[src/logic/usdp_params.svh]
/*
 Constants for the UART shadow data port: register offsets, field layout,
 reset values and depths.
 Assumes inclusion by bare name from every design file that needs it.
*/
`ifndef USDP_PARAMS_SVH
`define USDP_PARAMS_SVH

// ----------------------------------------
// Register map (byte addresses)
// ----------------------------------------
`define USDP_ALIAS_BASE 32'h5000_1030
`define USDP_ALIAS_TWO 32'h5000_1038
`define USDP_ALIAS_WORDS 16
`define USDP_CTRL_ADDR 32'h5000_1080
`define USDP_STAT_ADDR 32'h5000_1084
`define USDP_IRQ_STAT_ADDR 32'h5000_1088
`define USDP_IRQ_MASK_ADDR 32'h5000_108C

// ----------------------------------------
// Field positions
// ----------------------------------------
`define USDP_DATA_MSB 7
`define USDP_CTRL_FIFO_EN 0
`define USDP_CTRL_IR_MODE 1
`define USDP_STAT_DR 0
`define USDP_STAT_HOLDING_EMPTY_FLAG 5
`define USDP_IRQ_RX_OVR 0
`define USDP_IRQ_TX_LOST 1
`define USDP_IRQ_RX_DATA 2

// ----------------------------------------
// Reset values and depths
// ----------------------------------------
`define USDP_DATA_RESET 16'h0000
`define USDP_REG_RESET 32'h0000_0000
`define USDP_FIFO_DEPTH 16
`define USDP_PTR_W 4
`define USDP_CNT_W 5

`endif

[src/logic/usdp_pkg.sv]
/*
 Types shared by the UART shadow data port modules.
 Assumes usdp_params.svh is on the include path.
*/
`include "usdp_params.svh"

package usdp_pkg;
   typedef logic [7:0] usdp_byte_t;
   typedef logic [31:0] usdp_word_t;
   typedef logic [`USDP_PTR_W-1:0] usdp_ptr_t;
   typedef logic [`USDP_CNT_W-1:0] usdp_cnt_t;
   typedef logic [2:0] usdp_irq_t;
endpackage

[src/logic/usdp_fifo.sv]
/*
 Sixteen-entry byte FIFO. A push when full is dropped and reported by
 full_out; a pop when empty is ignored.
 Assumes a single clock and a synchronous active-high reset.
*/
`timescale 1ns/10ps
`include "usdp_params.svh"

module usdp_fifo
(
   // Clock and reset
   input wire logic mclk_in,
   input wire logic reset_in,
   // Control
   input wire logic flush_in,
   input wire logic push_in,
   input wire usdp_pkg::usdp_byte_t push_data_in,
   input wire logic pop_in,
   // Status and head
   output usdp_pkg::usdp_byte_t head_out,
   output logic empty_out,
   output logic full_out
);
   import usdp_pkg::*;

   typedef struct packed {
      usdp_ptr_t wr_ptr;
      usdp_ptr_t rd_ptr;
      usdp_cnt_t count;
   } usdp_fifo_state_t;

   usdp_fifo_state_t st_ff;
   usdp_fifo_state_t nxt_st;
   usdp_byte_t mem_ff [`USDP_FIFO_DEPTH];
   logic do_push;
   logic do_pop;

   assign empty_out = (st_ff.count == '0);
   assign full_out = (st_ff.count == usdp_cnt_t'(`USDP_FIFO_DEPTH));
   assign head_out = mem_ff[st_ff.rd_ptr];
   assign do_push = push_in && !full_out;
   assign do_pop = pop_in && !empty_out;

   always_comb
   begin
      nxt_st = st_ff;
      if (flush_in)
      begin
         nxt_st = '0;
      end
      else
      begin
         if (do_push)
         begin
            nxt_st.wr_ptr = st_ff.wr_ptr + usdp_ptr_t'(1);
         end
         if (do_pop)
         begin
            nxt_st.rd_ptr = st_ff.rd_ptr + usdp_ptr_t'(1);
         end
         nxt_st.count = st_ff.count + usdp_cnt_t'(do_push) - usdp_cnt_t'(do_pop);
      end
   end

   always_ff @(posedge mclk_in)
   begin
      if (reset_in)
      begin
         st_ff <= '0;
      end
      else
      begin
         st_ff <= nxt_st;
      end
   end

   // Storage has no reset; only the pointers matter
   always_ff @(posedge mclk_in)
   begin
      if (do_push && !flush_in)
      begin
         mem_ff[st_ff.wr_ptr] <= push_data_in;
      end
   end
endmodule // usdp_fifo

[src/logic/usdp_core.sv]
/*
 UART shadow data port: sixteen aliased word locations of one data port,
 receive buffer or FIFO, transmit holding buffer or FIFO, status and
 interrupt registers.
 Assumes a serial engine outside that delivers received bytes as one-cycle
 strobes and takes transmit bytes by a valid/ready handshake.
*/
//------------------------------------------------------------
// Function
// - Sixteen consecutive word addresses all reach the same data port.
// - Read bits 7:0 give the byte received from serial or infrared input.
// - Read data is trustworthy only while data-ready is set.
// - FIFO off: new byte overwrites unread buffer and flags overrun.
// - FIFO on: data port read returns oldest receive FIFO entry.
// - Full receive FIFO keeps contents, drops new byte, flags overrun.
// - Written byte is queued for serial or inverted infrared output.
// - FIFO off: writing one character clears holding-empty.
// - FIFO off: further writes before holding-empty overwrite pending data.
// - FIFO on: up to sixteen writes accepted before transmit FIFO full.
// - Writes while transmit FIFO full are discarded, contents unchanged.
//------------------------------------------------------------
`timescale 1ns/10ps
`include "usdp_params.svh"

module usdp_core
(
   // Clock and reset
   input wire logic mclk_in,
   input wire logic reset_in,
   // Register port
   input wire usdp_pkg::usdp_word_t addr_in,
   input wire usdp_pkg::usdp_word_t wdata_in,
   input wire logic wr_in,
   input wire logic rd_in,
   output usdp_pkg::usdp_word_t rdata_out,
   // Receive side from the serial engine
   input wire logic rx_strobe_in,
   input wire usdp_pkg::usdp_byte_t rx_uart_data_in,
   input wire usdp_pkg::usdp_byte_t rx_ir_data_in,
   // Transmit side to the serial engine
   output logic tx_valid_out,
   input wire logic tx_ready_in,
   output usdp_pkg::usdp_byte_t tx_data_out,
   output logic tx_uart_sel_out,
   output logic tx_ir_sel_n_out,
   // Status and interrupt
   output logic data_ready_flag_out,
   output logic holding_empty_flag_out,
   output logic overrun_out,
   output logic irq_out
);
   import usdp_pkg::*;

   //------------------------------------------------------------
   // Address decode
   //------------------------------------------------------------
   function automatic logic is_alias(input usdp_word_t a);
      usdp_word_t lo;
      usdp_word_t hi;
      lo = `USDP_ALIAS_BASE;
      hi = `USDP_ALIAS_BASE + 32'(`USDP_ALIAS_WORDS * 4);
      is_alias = (a >= lo) && (a < hi) && (a[1:0] == 2'b00);
   endfunction

   function automatic logic hit(input usdp_word_t a, input usdp_word_t r);
      hit = (a == r);
   endfunction

   //------------------------------------------------------------
   // State
   //------------------------------------------------------------
   typedef struct packed {
      logic fifo_en;
      logic ir_mode;
      usdp_byte_t rx_buf;
      logic rx_full;
      usdp_byte_t tx_buf;
      logic tx_full;
      usdp_irq_t irq_stat;
      usdp_irq_t irq_mask;
      usdp_word_t rdata;
      logic overrun;
      usdp_byte_t tx_data;
   } usdp_core_state_t;

   usdp_core_state_t st_ff;
   usdp_core_state_t nxt_st;

   logic data_wr;
   logic data_rd;
   usdp_byte_t rx_byte;
   logic rxf_empty;
   logic rxf_full;
   usdp_byte_t rxf_head;
   logic txf_empty;
   logic txf_full;
   usdp_byte_t txf_head;
   logic rxf_push;
   logic rxf_pop;
   logic txf_push;
   logic txf_pop;
   logic flush;
   logic ctrl_wr;
   logic tx_take;
   logic rx_ovr_ev;
   logic tx_lost_ev;
   usdp_irq_t events;

   assign data_wr = wr_in && is_alias(addr_in);
   assign data_rd = rd_in && is_alias(addr_in);
   assign ctrl_wr = wr_in && hit(addr_in, `USDP_CTRL_ADDR);
   // FIFO-enable change flushes both FIFOs so stale entries never leak across
   assign flush = ctrl_wr && (wdata_in[`USDP_CTRL_FIFO_EN] != st_ff.fifo_en);

   assign rx_byte = st_ff.ir_mode ? rx_ir_data_in : rx_uart_data_in;

   //------------------------------------------------------------
   // FIFOs
   //------------------------------------------------------------
   assign rxf_push = st_ff.fifo_en && rx_strobe_in;
   assign rxf_pop = st_ff.fifo_en && data_rd;
   assign txf_push = st_ff.fifo_en && data_wr;
   assign txf_pop = st_ff.fifo_en && tx_ready_in;

   usdp_fifo u_rx_fifo
   (
      .mclk_in(mclk_in),
      .reset_in(reset_in),
      .flush_in(flush),
      .push_in(rxf_push),
      .push_data_in(rx_byte),
      .pop_in(rxf_pop),
      .head_out(rxf_head),
      .empty_out(rxf_empty),
      .full_out(rxf_full)
   );

   usdp_fifo u_tx_fifo
   (
      .mclk_in(mclk_in),
      .reset_in(reset_in),
      .flush_in(flush),
      .push_in(txf_push),
      .push_data_in(wdata_in[`USDP_DATA_MSB:0]),
      .pop_in(txf_pop),
      .head_out(txf_head),
      .empty_out(txf_empty),
      .full_out(txf_full)
   );

   //------------------------------------------------------------
   // Transmit handshake
   //------------------------------------------------------------
   assign tx_valid_out = st_ff.fifo_en ? !txf_empty : st_ff.tx_full;
   assign tx_data_out = st_ff.fifo_en ? txf_head : st_ff.tx_buf;
   assign tx_uart_sel_out = !st_ff.ir_mode;
   assign tx_ir_sel_n_out = !st_ff.ir_mode;
   assign tx_take = tx_valid_out && tx_ready_in;

   assign data_ready_flag_out = st_ff.fifo_en ? !rxf_empty : st_ff.rx_full;
   assign holding_empty_flag_out = st_ff.fifo_en ? txf_empty : !st_ff.tx_full;

   //------------------------------------------------------------
   // Events
   //------------------------------------------------------------
   assign rx_ovr_ev = rx_strobe_in && (st_ff.fifo_en ? rxf_full
      : (st_ff.rx_full && !data_rd));
   assign tx_lost_ev = data_wr && st_ff.fifo_en && txf_full;
   always_comb
   begin
      events = '0;
      events[`USDP_IRQ_RX_OVR] = rx_ovr_ev;
      events[`USDP_IRQ_TX_LOST] = tx_lost_ev;
      events[`USDP_IRQ_RX_DATA] = rx_strobe_in && !rx_ovr_ev;
   end

   assign irq_out = |(st_ff.irq_stat & st_ff.irq_mask);
   assign overrun_out = st_ff.overrun;
   assign rdata_out = st_ff.rdata;

   //------------------------------------------------------------
   // Next state
   //------------------------------------------------------------
   always_comb
   begin
      nxt_st = st_ff;
      nxt_st.rdata = '0;
      nxt_st.overrun = rx_ovr_ev;

      // Single receive buffer, overwritten if unread
      if (!st_ff.fifo_en)
      begin
         if (rx_strobe_in)
         begin
            nxt_st.rx_buf = rx_byte;
            nxt_st.rx_full = 1'b1;
         end
         else if (data_rd)
         begin
            nxt_st.rx_full = 1'b0;
         end
      end

      // Single transmit holding buffer
      if (!st_ff.fifo_en)
      begin
         if (data_wr)
         begin
            nxt_st.tx_buf = wdata_in[`USDP_DATA_MSB:0];
            nxt_st.tx_full = 1'b1;
         end
         else if (tx_take)
         begin
            nxt_st.tx_full = 1'b0;
         end
      end

      if (ctrl_wr)
      begin
         nxt_st.fifo_en = wdata_in[`USDP_CTRL_FIFO_EN];
         nxt_st.ir_mode = wdata_in[`USDP_CTRL_IR_MODE];
         if (flush)
         begin
            nxt_st.rx_full = 1'b0;
            nxt_st.tx_full = 1'b0;
         end
      end

      if (wr_in && hit(addr_in, `USDP_IRQ_MASK_ADDR))
      begin
         nxt_st.irq_mask = wdata_in[2:0];
      end

      // Write-one-to-clear; a same-cycle event wins
      if (wr_in && hit(addr_in, `USDP_IRQ_STAT_ADDR))
      begin
         nxt_st.irq_stat = st_ff.irq_stat & ~wdata_in[2:0];
      end
      nxt_st.irq_stat = nxt_st.irq_stat | events;

      // Read data, valid in the following cycle only
      if (rd_in)
      begin
         if (is_alias(addr_in))
         begin
            nxt_st.rdata[`USDP_DATA_MSB:0] = st_ff.fifo_en ? rxf_head
               : st_ff.rx_buf;
            // Upper bits stay zero
            nxt_st.rdata[15:8] = 8'h00;
         end
         else if (hit(addr_in, `USDP_CTRL_ADDR))
         begin
            nxt_st.rdata[`USDP_CTRL_FIFO_EN] = st_ff.fifo_en;
            nxt_st.rdata[`USDP_CTRL_IR_MODE] = st_ff.ir_mode;
         end
         else if (hit(addr_in, `USDP_STAT_ADDR))
         begin
            nxt_st.rdata[`USDP_STAT_DR] = data_ready_flag_out;
            nxt_st.rdata[`USDP_STAT_HOLDING_EMPTY_FLAG] = holding_empty_flag_out;
         end
         else if (hit(addr_in, `USDP_IRQ_STAT_ADDR))
         begin
            nxt_st.rdata[2:0] = st_ff.irq_stat;
         end
         else if (hit(addr_in, `USDP_IRQ_MASK_ADDR))
         begin
            nxt_st.rdata[2:0] = st_ff.irq_mask;
         end
      end
      nxt_st.tx_data = tx_data_out;
   end

   always_ff @(posedge mclk_in)
   begin
      if (reset_in)
      begin
         st_ff <= '0;
      end
      else
      begin
         st_ff <= nxt_st;
      end
   end
endmodule // usdp_core

[config.mk]
export PLATFORM = sky130hd
export DESIGN_NAME = usdp_core
export DESIGN_NICKNAME = d
export VERILOG_FILES = /design/src/logic/usdp_pkg.sv /design/src/logic/usdp_fifo.sv /design/src/logic/usdp_core.sv
export VERILOG_INCLUDE_DIRS = /design/src /design/src/logic
export SDC_FILE = /design/constraint.sdc
export NUM_CORES = 1
export LEC_CHECK = 0
export BUFFER_PORTS_ARGS = -buffer_cell sky130_fd_sc_hd__buf_2
export CAP_MARGIN = 20
export CORE_MARGIN = 4
export CORE_UTILIZATION = 55
export DETAILED_ROUTE_END_ITERATION = 6
export PLACE_DENSITY = 0.75
export SLEW_MARGIN = 20
export SYNTH_ARGS = -nofsm -noshare
export SYNTH_HDL_FRONTEND = slang
export SYNTH_HIERARCHICAL = 1
export SYNTH_SLANG_ARGS = --single-unit
[constraint.sdc]
create_clock -name mclk_in -period 8.9 [get_ports mclk_in]
set_input_delay 0.89 -clock mclk_in [delete_from_list [all_inputs] [get_ports mclk_in]]
set_output_delay 0.89 -clock mclk_in [all_outputs]
set_load 0.005 [all_outputs]
==> results of run 1 <==
==> metal layers <==
layer | wire [um] | vias up | GRT usage
li1 | - | 3478 | -
met1 | 12190 | 3842 | 0.2940
met2 | 12860 | 341 | 0.3063
met3 | 2568 | 47 | 0.04055
met4 | 512 | 2 | 0.04660
met5 | 14 | - | 0
==> path summary, 6_finish.rpt <==
kind	to	slack, ns
hold reg to reg	st_ff[51]	0.47
setup reg to reg	u_tx_fifo/st_ff[4]	5.68
setup / recovery	u_tx_fifo/st_ff[4]	4.86
hold / removal	st_ff[51]	0.47
==> synthesized netlist by cell type (2+ instances only) <==
master / instances
ha_1: 22
or2_2: 2
and3_1: 7
o21ai_0: 5
nand2b_1: 8
inv_1: 34
edfxtp_1: 256
nand4_1: 9
clkbuf_1: 17
a22oi_1: 33
o22ai_1: 3
and4_1: 3
a21o_1: 2
nand4bb_1: 2
a21oi_1: 18
nand3_1: 14
o31ai_1: 5
xnor2_1: 6
buf_4: 43
mux4_2: 36
nand3b_1: 2
dfxtp_1: 69
xor2_1: 13
buf_6: 7
fa_1: 2
buf_2: 5
and2_1: 9
nor2_1: 80
nor4_1: 9
nor2b_1: 6
nand2_1: 45
nor3_1: 3
clkdlybuf4s25_2: 6
or4_1: 3
buf_1: 4
mux2i_1: 25
or3_1: 4
mux2_2: 18
nor4b_1: 4
and2b_1: 2
mux4_1: 28
or4b_4: 3
or2b_1: 6
==> cell type report <==
cell class,instances,area share
Clock buffer,40,0.05376
Clock inverter,16,0.008290
Inverter,34,0.008372
Multi-Input combinational cell,475,0.2785
Sequential cell,325,0.5954
Tap cell,324,0.02659
Timing Repair Buffer,87,0.02906
==> logic make-up after synthesis <==
family,after synthesis
other cells,1
xor+xnor,19
buf+inv,116
compound gates,77
mux,107
fa+ha+maj,24
flops,325
simple gates,224
==> power breakdown <==
group	internal [mW]	switching, mW	total (mW)
Clock	0.703	0.524	1.23
Sequential	1.64	0.00185	1.64
Combinational	0.0205	0.0431	0.0636
Total	2.36	0.569	2.93
==> through the flow <==
step | worst slack, ns | util | power, mW | instances
global route | 4.723 | 0.6195 | 3.026 | 1301
finish | 4.863 | 0.6195 | 2.930 | 1301
CTS | 4.791 | 0.6194 | 2.950 | 1301
detailed placement | 4.443 | 0.5810 | 1.735 | 1245
floorplan | 4.951 | - | 1.707 | 916
global placement | 4.422 | 0.5810 | 1.732 | 1245
==> flip-flops by register name, summed over array words and instances (netlist names), named ones only <==
signal / count
overrun_out: 1
u_tx_fifo/mem_ff: 128
rdata_out: 8
u_rx_fifo/mem_ff: 128
u_rx_fifo/st_ff: 13
st_ff: 26
u_tx_fifo/st_ff: 13
==> worst max-delay path, delay by kind of cell <==
family / cells / cell delay [ns]
AND/OR/NAND/NOR: 6 / 2.15
buffers and inverters: 3 / 0.26
AO/OA/AOI/OAI: 2 / 0.32
adder cells (fa/ha/maj): 3 / 0.89
==> metrics, run 1 <==
Placer Congestion ~0.85; total CTS buffers 31; clock buffer depth 3; unrepaired setup endpoints after global routing false; Post-synth EDFFs 256; top-area cell type share of the netlist area 0.5522; Worst-Margin Slew 1.104 ns; relative slew slack 0.2625; core area 24600 um^2; Post-Synthesis Cells ~890; clk_lat worst skew around 0.54 ns; Crit Reg-Reg Startpoint st_ff[66]; Worst Hold Margin between 0.4 and 0.5 ns; r2r worst-path depth 13; Min-Delay Path Depth 2; outcome completed; synth top area cells edfxtp_1, dfxtp_1, mux4_2; commonest cells after routing, fill and taps aside edfxtp_1, buf_2, nor2_1, dfxtp_1, nand2_1; multiplexer area fraction after synthesis 0.1436; Die ar. 27920 um^2; Vias 7710; Root Buffer Master clkbuf_16; # diodes 0; area grow syn2layout 9.500%; path type of the worst setup path in2reg; setup bufs post-CTS 0; Tcrit/Tclk final 0.4536; Peak Freq roughly 250 MHz; Synth Warn # 6; Leakage Power approximately 5.3 nW; Adder-Cell Fraction of Synth Area 0.02265; # fillers between 1.5k and 2k; Synth Cell Area between 10000 and 15000 um^2; post-CTS sizing 0; IO Count between 100 and 150; Overflow after GRT 0; Starting Density 0.5658; worst-path fanout max 6; Hold Startpoint st_ff[51]; Detailed Place HPWL ~18000 um; Pwr Density around 190 nW/um^2; Worst-path clk slew roughly 0.060 ns; Slowest-stage cell, CP or4_1; WP data required 9.37 ns; clock sink total 325; Port-buffer cells 84; die width around 170 um; drt wl/cell roughly 22 um; Worst VDD drop between 100 and 150 uV; CP startpoint addr_in[31]; sequential cell area 9076 um^2; worst-path cell chain buf_2 -> or4_1 -> nor4_1 -> and3_1 -> and2_1 -> inv_1 -> ha_1 -> inv_1 -> ha_1 -> fa_1 -> a21oi_1 -> nor2_1 -> or3_1 -> a21oi_1; H-tree depth 1; worst min path class reg2reg; Core Rows 57; register area share after synthesis 0.6514; Avg Vias per Cell between 5 and 6; Pre-antenna DRT Iters 5; Final Max Tran Viols 0; initial antenna violation count 1; Synth Area in Compound Gates 0.03811; Synth Area per Inst around 16 um^2; Worst EP arrival around 4.5 ns; Post-route DRC 0; Synth cell types 58; maximum number of pins on one net before global-route repair 34; xor and xnor area share after synthesis 0.01195; Primary FF master, synth edfxtp_1; gr usage total 0.1978; clock skew between 0.009 and 0.01 ns; Antenna Nets Post-Route 0; number of global-route vias before repair between 7k and 8k; TritonCTS clock tree built; Net count, final between 1k and 1.5k; largest family of logic cells by synthesized area multiplexers; cell taking the most area after synthesis edfxtp_1; Post-Synth Simple-Gate Area 0.08215; critical path launch point type primary input; Final Routed Wirelength between 20000 and 30000 um; Seq cells post-synth 325; iteration-0 DRC count of the detailed router between 600 and 700; commonest non-fill, non-tap cell in the layout edfxtp_1; Post-Layout Inst Area approximately 15000 um^2; crit path time final ~4.0 ns; placed cell area ~14000 um^2; first-pass GRT wire length approximately 43000 um; TNS Setup 0 ns; Worst setup EP type flip-flop; area of the multi-input gates between 4000 and 5000 um^2; final hold violations 0; Max Cap Violations 0; Hold Buf Count CTS 0; Critical Path Max Stage Delay about 0.58 ns; share of cells above drive strength 1 0.2006; Setup-failing EPs final 0; ys async rst share 0; chip height approximately 170 um
No activity file was read; power rests on OpenSTA's default activity.
==> run 2: changes to the inputs <==
--- a/config.mk
+++ b/config.mk
@@ -9,7 +9,7 @@
 export BUFFER_PORTS_ARGS = -buffer_cell sky130_fd_sc_hd__buf_2
 export CAP_MARGIN = 20
 export CORE_MARGIN = 4
-export CORE_UTILIZATION = 55
+export CORE_UTILIZATION = 53
 export DETAILED_ROUTE_END_ITERATION = 6
 export PLACE_DENSITY = 0.75
 export SLEW_MARGIN = 20
==> constraint.sdc (replaced) <==
create_clock -name mclk_in -period 3.6 [get_ports mclk_in]
set_input_delay 0.36 -clock mclk_in [delete_from_list [all_inputs] [get_ports mclk_in]]
set_output_delay 0.36 -clock mclk_in [all_outputs]
set_load 0.005 [all_outputs]
==> run 2 against run 1 <==
Net effect: utilization shrank 1.8 points; via count increased by 0.32%; sequential power grew 150%; global-route usage increased by 0.20 points; final cell count increased by 2.8%; total power rose to 2.7 times the previous value; largest power group unchanged; clock-buffer cell count up 4; sequential share of layout area decreased by 1.5 points.
==> metrics, run 2 (synthesis results as in run 1) <==
area of the multi-input gates approximately 4200 um^2; Core Rows 59; clock sink total about 330; R2R Path End u_tx_fifo/st_ff[4]; r2r worst-path depth 13; P_int between 6 and 7 mW; Worst VDD drop between 400 and 500 uV; initial antenna violation count 2; Pwr Density between 400 and 500 nW/um^2; chip height between 150 and 200 um; Seq pwr share 0.519; Final Util 0.6016; WP data required 4.04 ns; Pre-antenna DRT Iters 5; Worst Setup EP u_tx_fifo/st_ff[4]; Max Cap Violations 0; outcome completed; # fillers between 1.5k and 2k; Worst-Margin Slew 1.029 ns; TritonCTS clock tree built; total CTS buffers 34; Psw about 1.5 mW; Starting Density 0.5357; TNS Setup 0 ns; number of global-route vias before repair ~8k; setup bufs post-CTS 0; R2R Setup Slk roughly 0.64 ns; final worst slack 0.5325 ns; maximum number of pins on one net before global-route repair 34; crit path time final about 3 ns; Root Buffer Master clkbuf_16; worst-path fanout max 3; Port-buffer cells 84; clock buffer depth 3; share of cells above drive strength 1 0.2233; clock share of power 0.461; Worst-path clk slew 0.06 ns; unrepaired setup endpoints after global routing false; Die ar. between 20000 and 30000 um^2; Detailed Place HPWL roughly 19000 um; Setup-failing EPs final 0; iteration-0 DRC count of the detailed router between 600 and 700; clk_lat worst skew about 0.5 ns; IO Count 133; Post-Layout Inst Area about 16000 um^2; commonest cells after routing, fill and taps aside edfxtp_1, buf_2, nor2_1, dfxtp_1, nand2_1; drt wl/cell between 20 and 25 um; largest registers u_rx_fifo/mem_ff (128), u_tx_fifo/mem_ff (128), st_ff (26); core area roughly 26000 um^2; commonest non-fill, non-tap cell in the layout edfxtp_1; Tcrit/Tclk final 0.8521; Final Routed Wirelength 28670 um; Final Max Tran Viols 0; worst min path class in2reg; Comb pwr share 0.020; relative slew slack 0.3127; # diodes 0; Worst setup EP type flip-flop; CP startpoint addr_in[31]; worst-path cell chain buf_2 -> or4_1 -> nor4_1 -> and3_1 -> and2_1 -> inv_1 -> ha_1 -> inv_1 -> ha_1 -> fa_1 -> a21oi_1 -> nor2_1 -> or3_1 -> a21oi_1; dpl ws around 0.023 ns; critical path launch point type primary input; Hold Buf Count CTS 0; Worst Hold Margin between 0.2 and 0.25 ns; switching share of power 0.1910; Net count, final 1088; Peak Freq about 330 MHz; area grow syn2layout 12.29%; Placer Congestion approximately 0.8; clock skew 0.009934 ns; Leakage Power ~5.5 nW; final hold violations 0; Post-route DRC 0; H-tree depth 2; Avg Vias per Cell roughly 5.8; post-CTS sizing 0; Vias ~7.7k; Worst EP arrival about 3.5 ns; placed cell area 14460 um^2; Crit Reg-Reg Startpoint st_ff[66]; sequential cell area between 9000 and 10000 um^2; first-pass GRT wire length about 44000 um; path type of the worst setup path in2reg; Critical Path Max Stage Delay just under 0.6 ns; Antenna Nets Post-Route 0; Slowest-stage cell, CP or4_1; die width 170.1 um; gr usage total 0.1997; Overflow after GRT 0
run 2: cell types whose count changed in the layout (fill, tap and decap cells not counted), sizes merged:
cell and change:
clkinv -4, clkbuf +4, bufinv +3, inv +2
buf +21
run 2: per-stage QoR:
stage               std cells  power, mW
global placement         1277      4.283
floorplan                 916      4.221
finish                   1338      7.810
detailed placement       1277      4.289
CTS                      1338      7.873
global route             1338      8.054
run 2: how the worst min path moves through the flow:
stage                                        end  slack [ns]         from  cells after the start
final                                  st_ff[47]        0.24  tx_ready_in                      4
after global routing      u_tx_fifo/mem_ff[5][3]        0.25  wdata_in[3]                      1
after CTS                 u_tx_fifo/mem_ff[7][4]        0.23  wdata_in[4]                      1
after detailed placement               st_ff[55]        0.48    st_ff[55]                      2
after global placement                 st_ff[51]        0.46    st_ff[51]                      2
after floorplan                        st_ff[51]        0.44    st_ff[51]                      2
run 2: final cells by class:
class | count | area share
timing repair buffer | 108 | 0.03842
multi-input combinational | 475 | 0.2716
clock buffer | 44 | 0.06011
clock inverter | 17 | 0.01457
inverter | 34 | 0.008165
tap | 335 | 0.02682
sequential | 325 | 0.5803
run 2: critical path, delay by kind of cell:
kind | cells | cell delay, ns
buffers and inverters | 3 | 0.21
and+or+nand+nor | 6 | 1.80
adders and majority gates | 3 | 0.88
AOI/OAI and AO/OA | 2 | 0.27
run 2: power by group through the flow:
stage | Sequential [mW] | Combinational (mW) | Clock (mW)
after global placement | 4.13 | 0.149 | 0
after floorplan | 4.13 | 0.0873 | 0
after detailed placement | 4.13 | 0.155 | 0
after global routing | 4.05 | 0.174 | 3.83
after CTS | 4.05 | 0.156 | 3.66
final | 4.05 | 0.155 | 3.60
run 2: layer usage:
layer | GRT usage | routed length, um
met1 | 0.2697 | 11740
met3 | 0.03740 | 1876
met2 | 0.3343 | 14320
met4 | 0.05972 | 710
met5 | 0 | 20
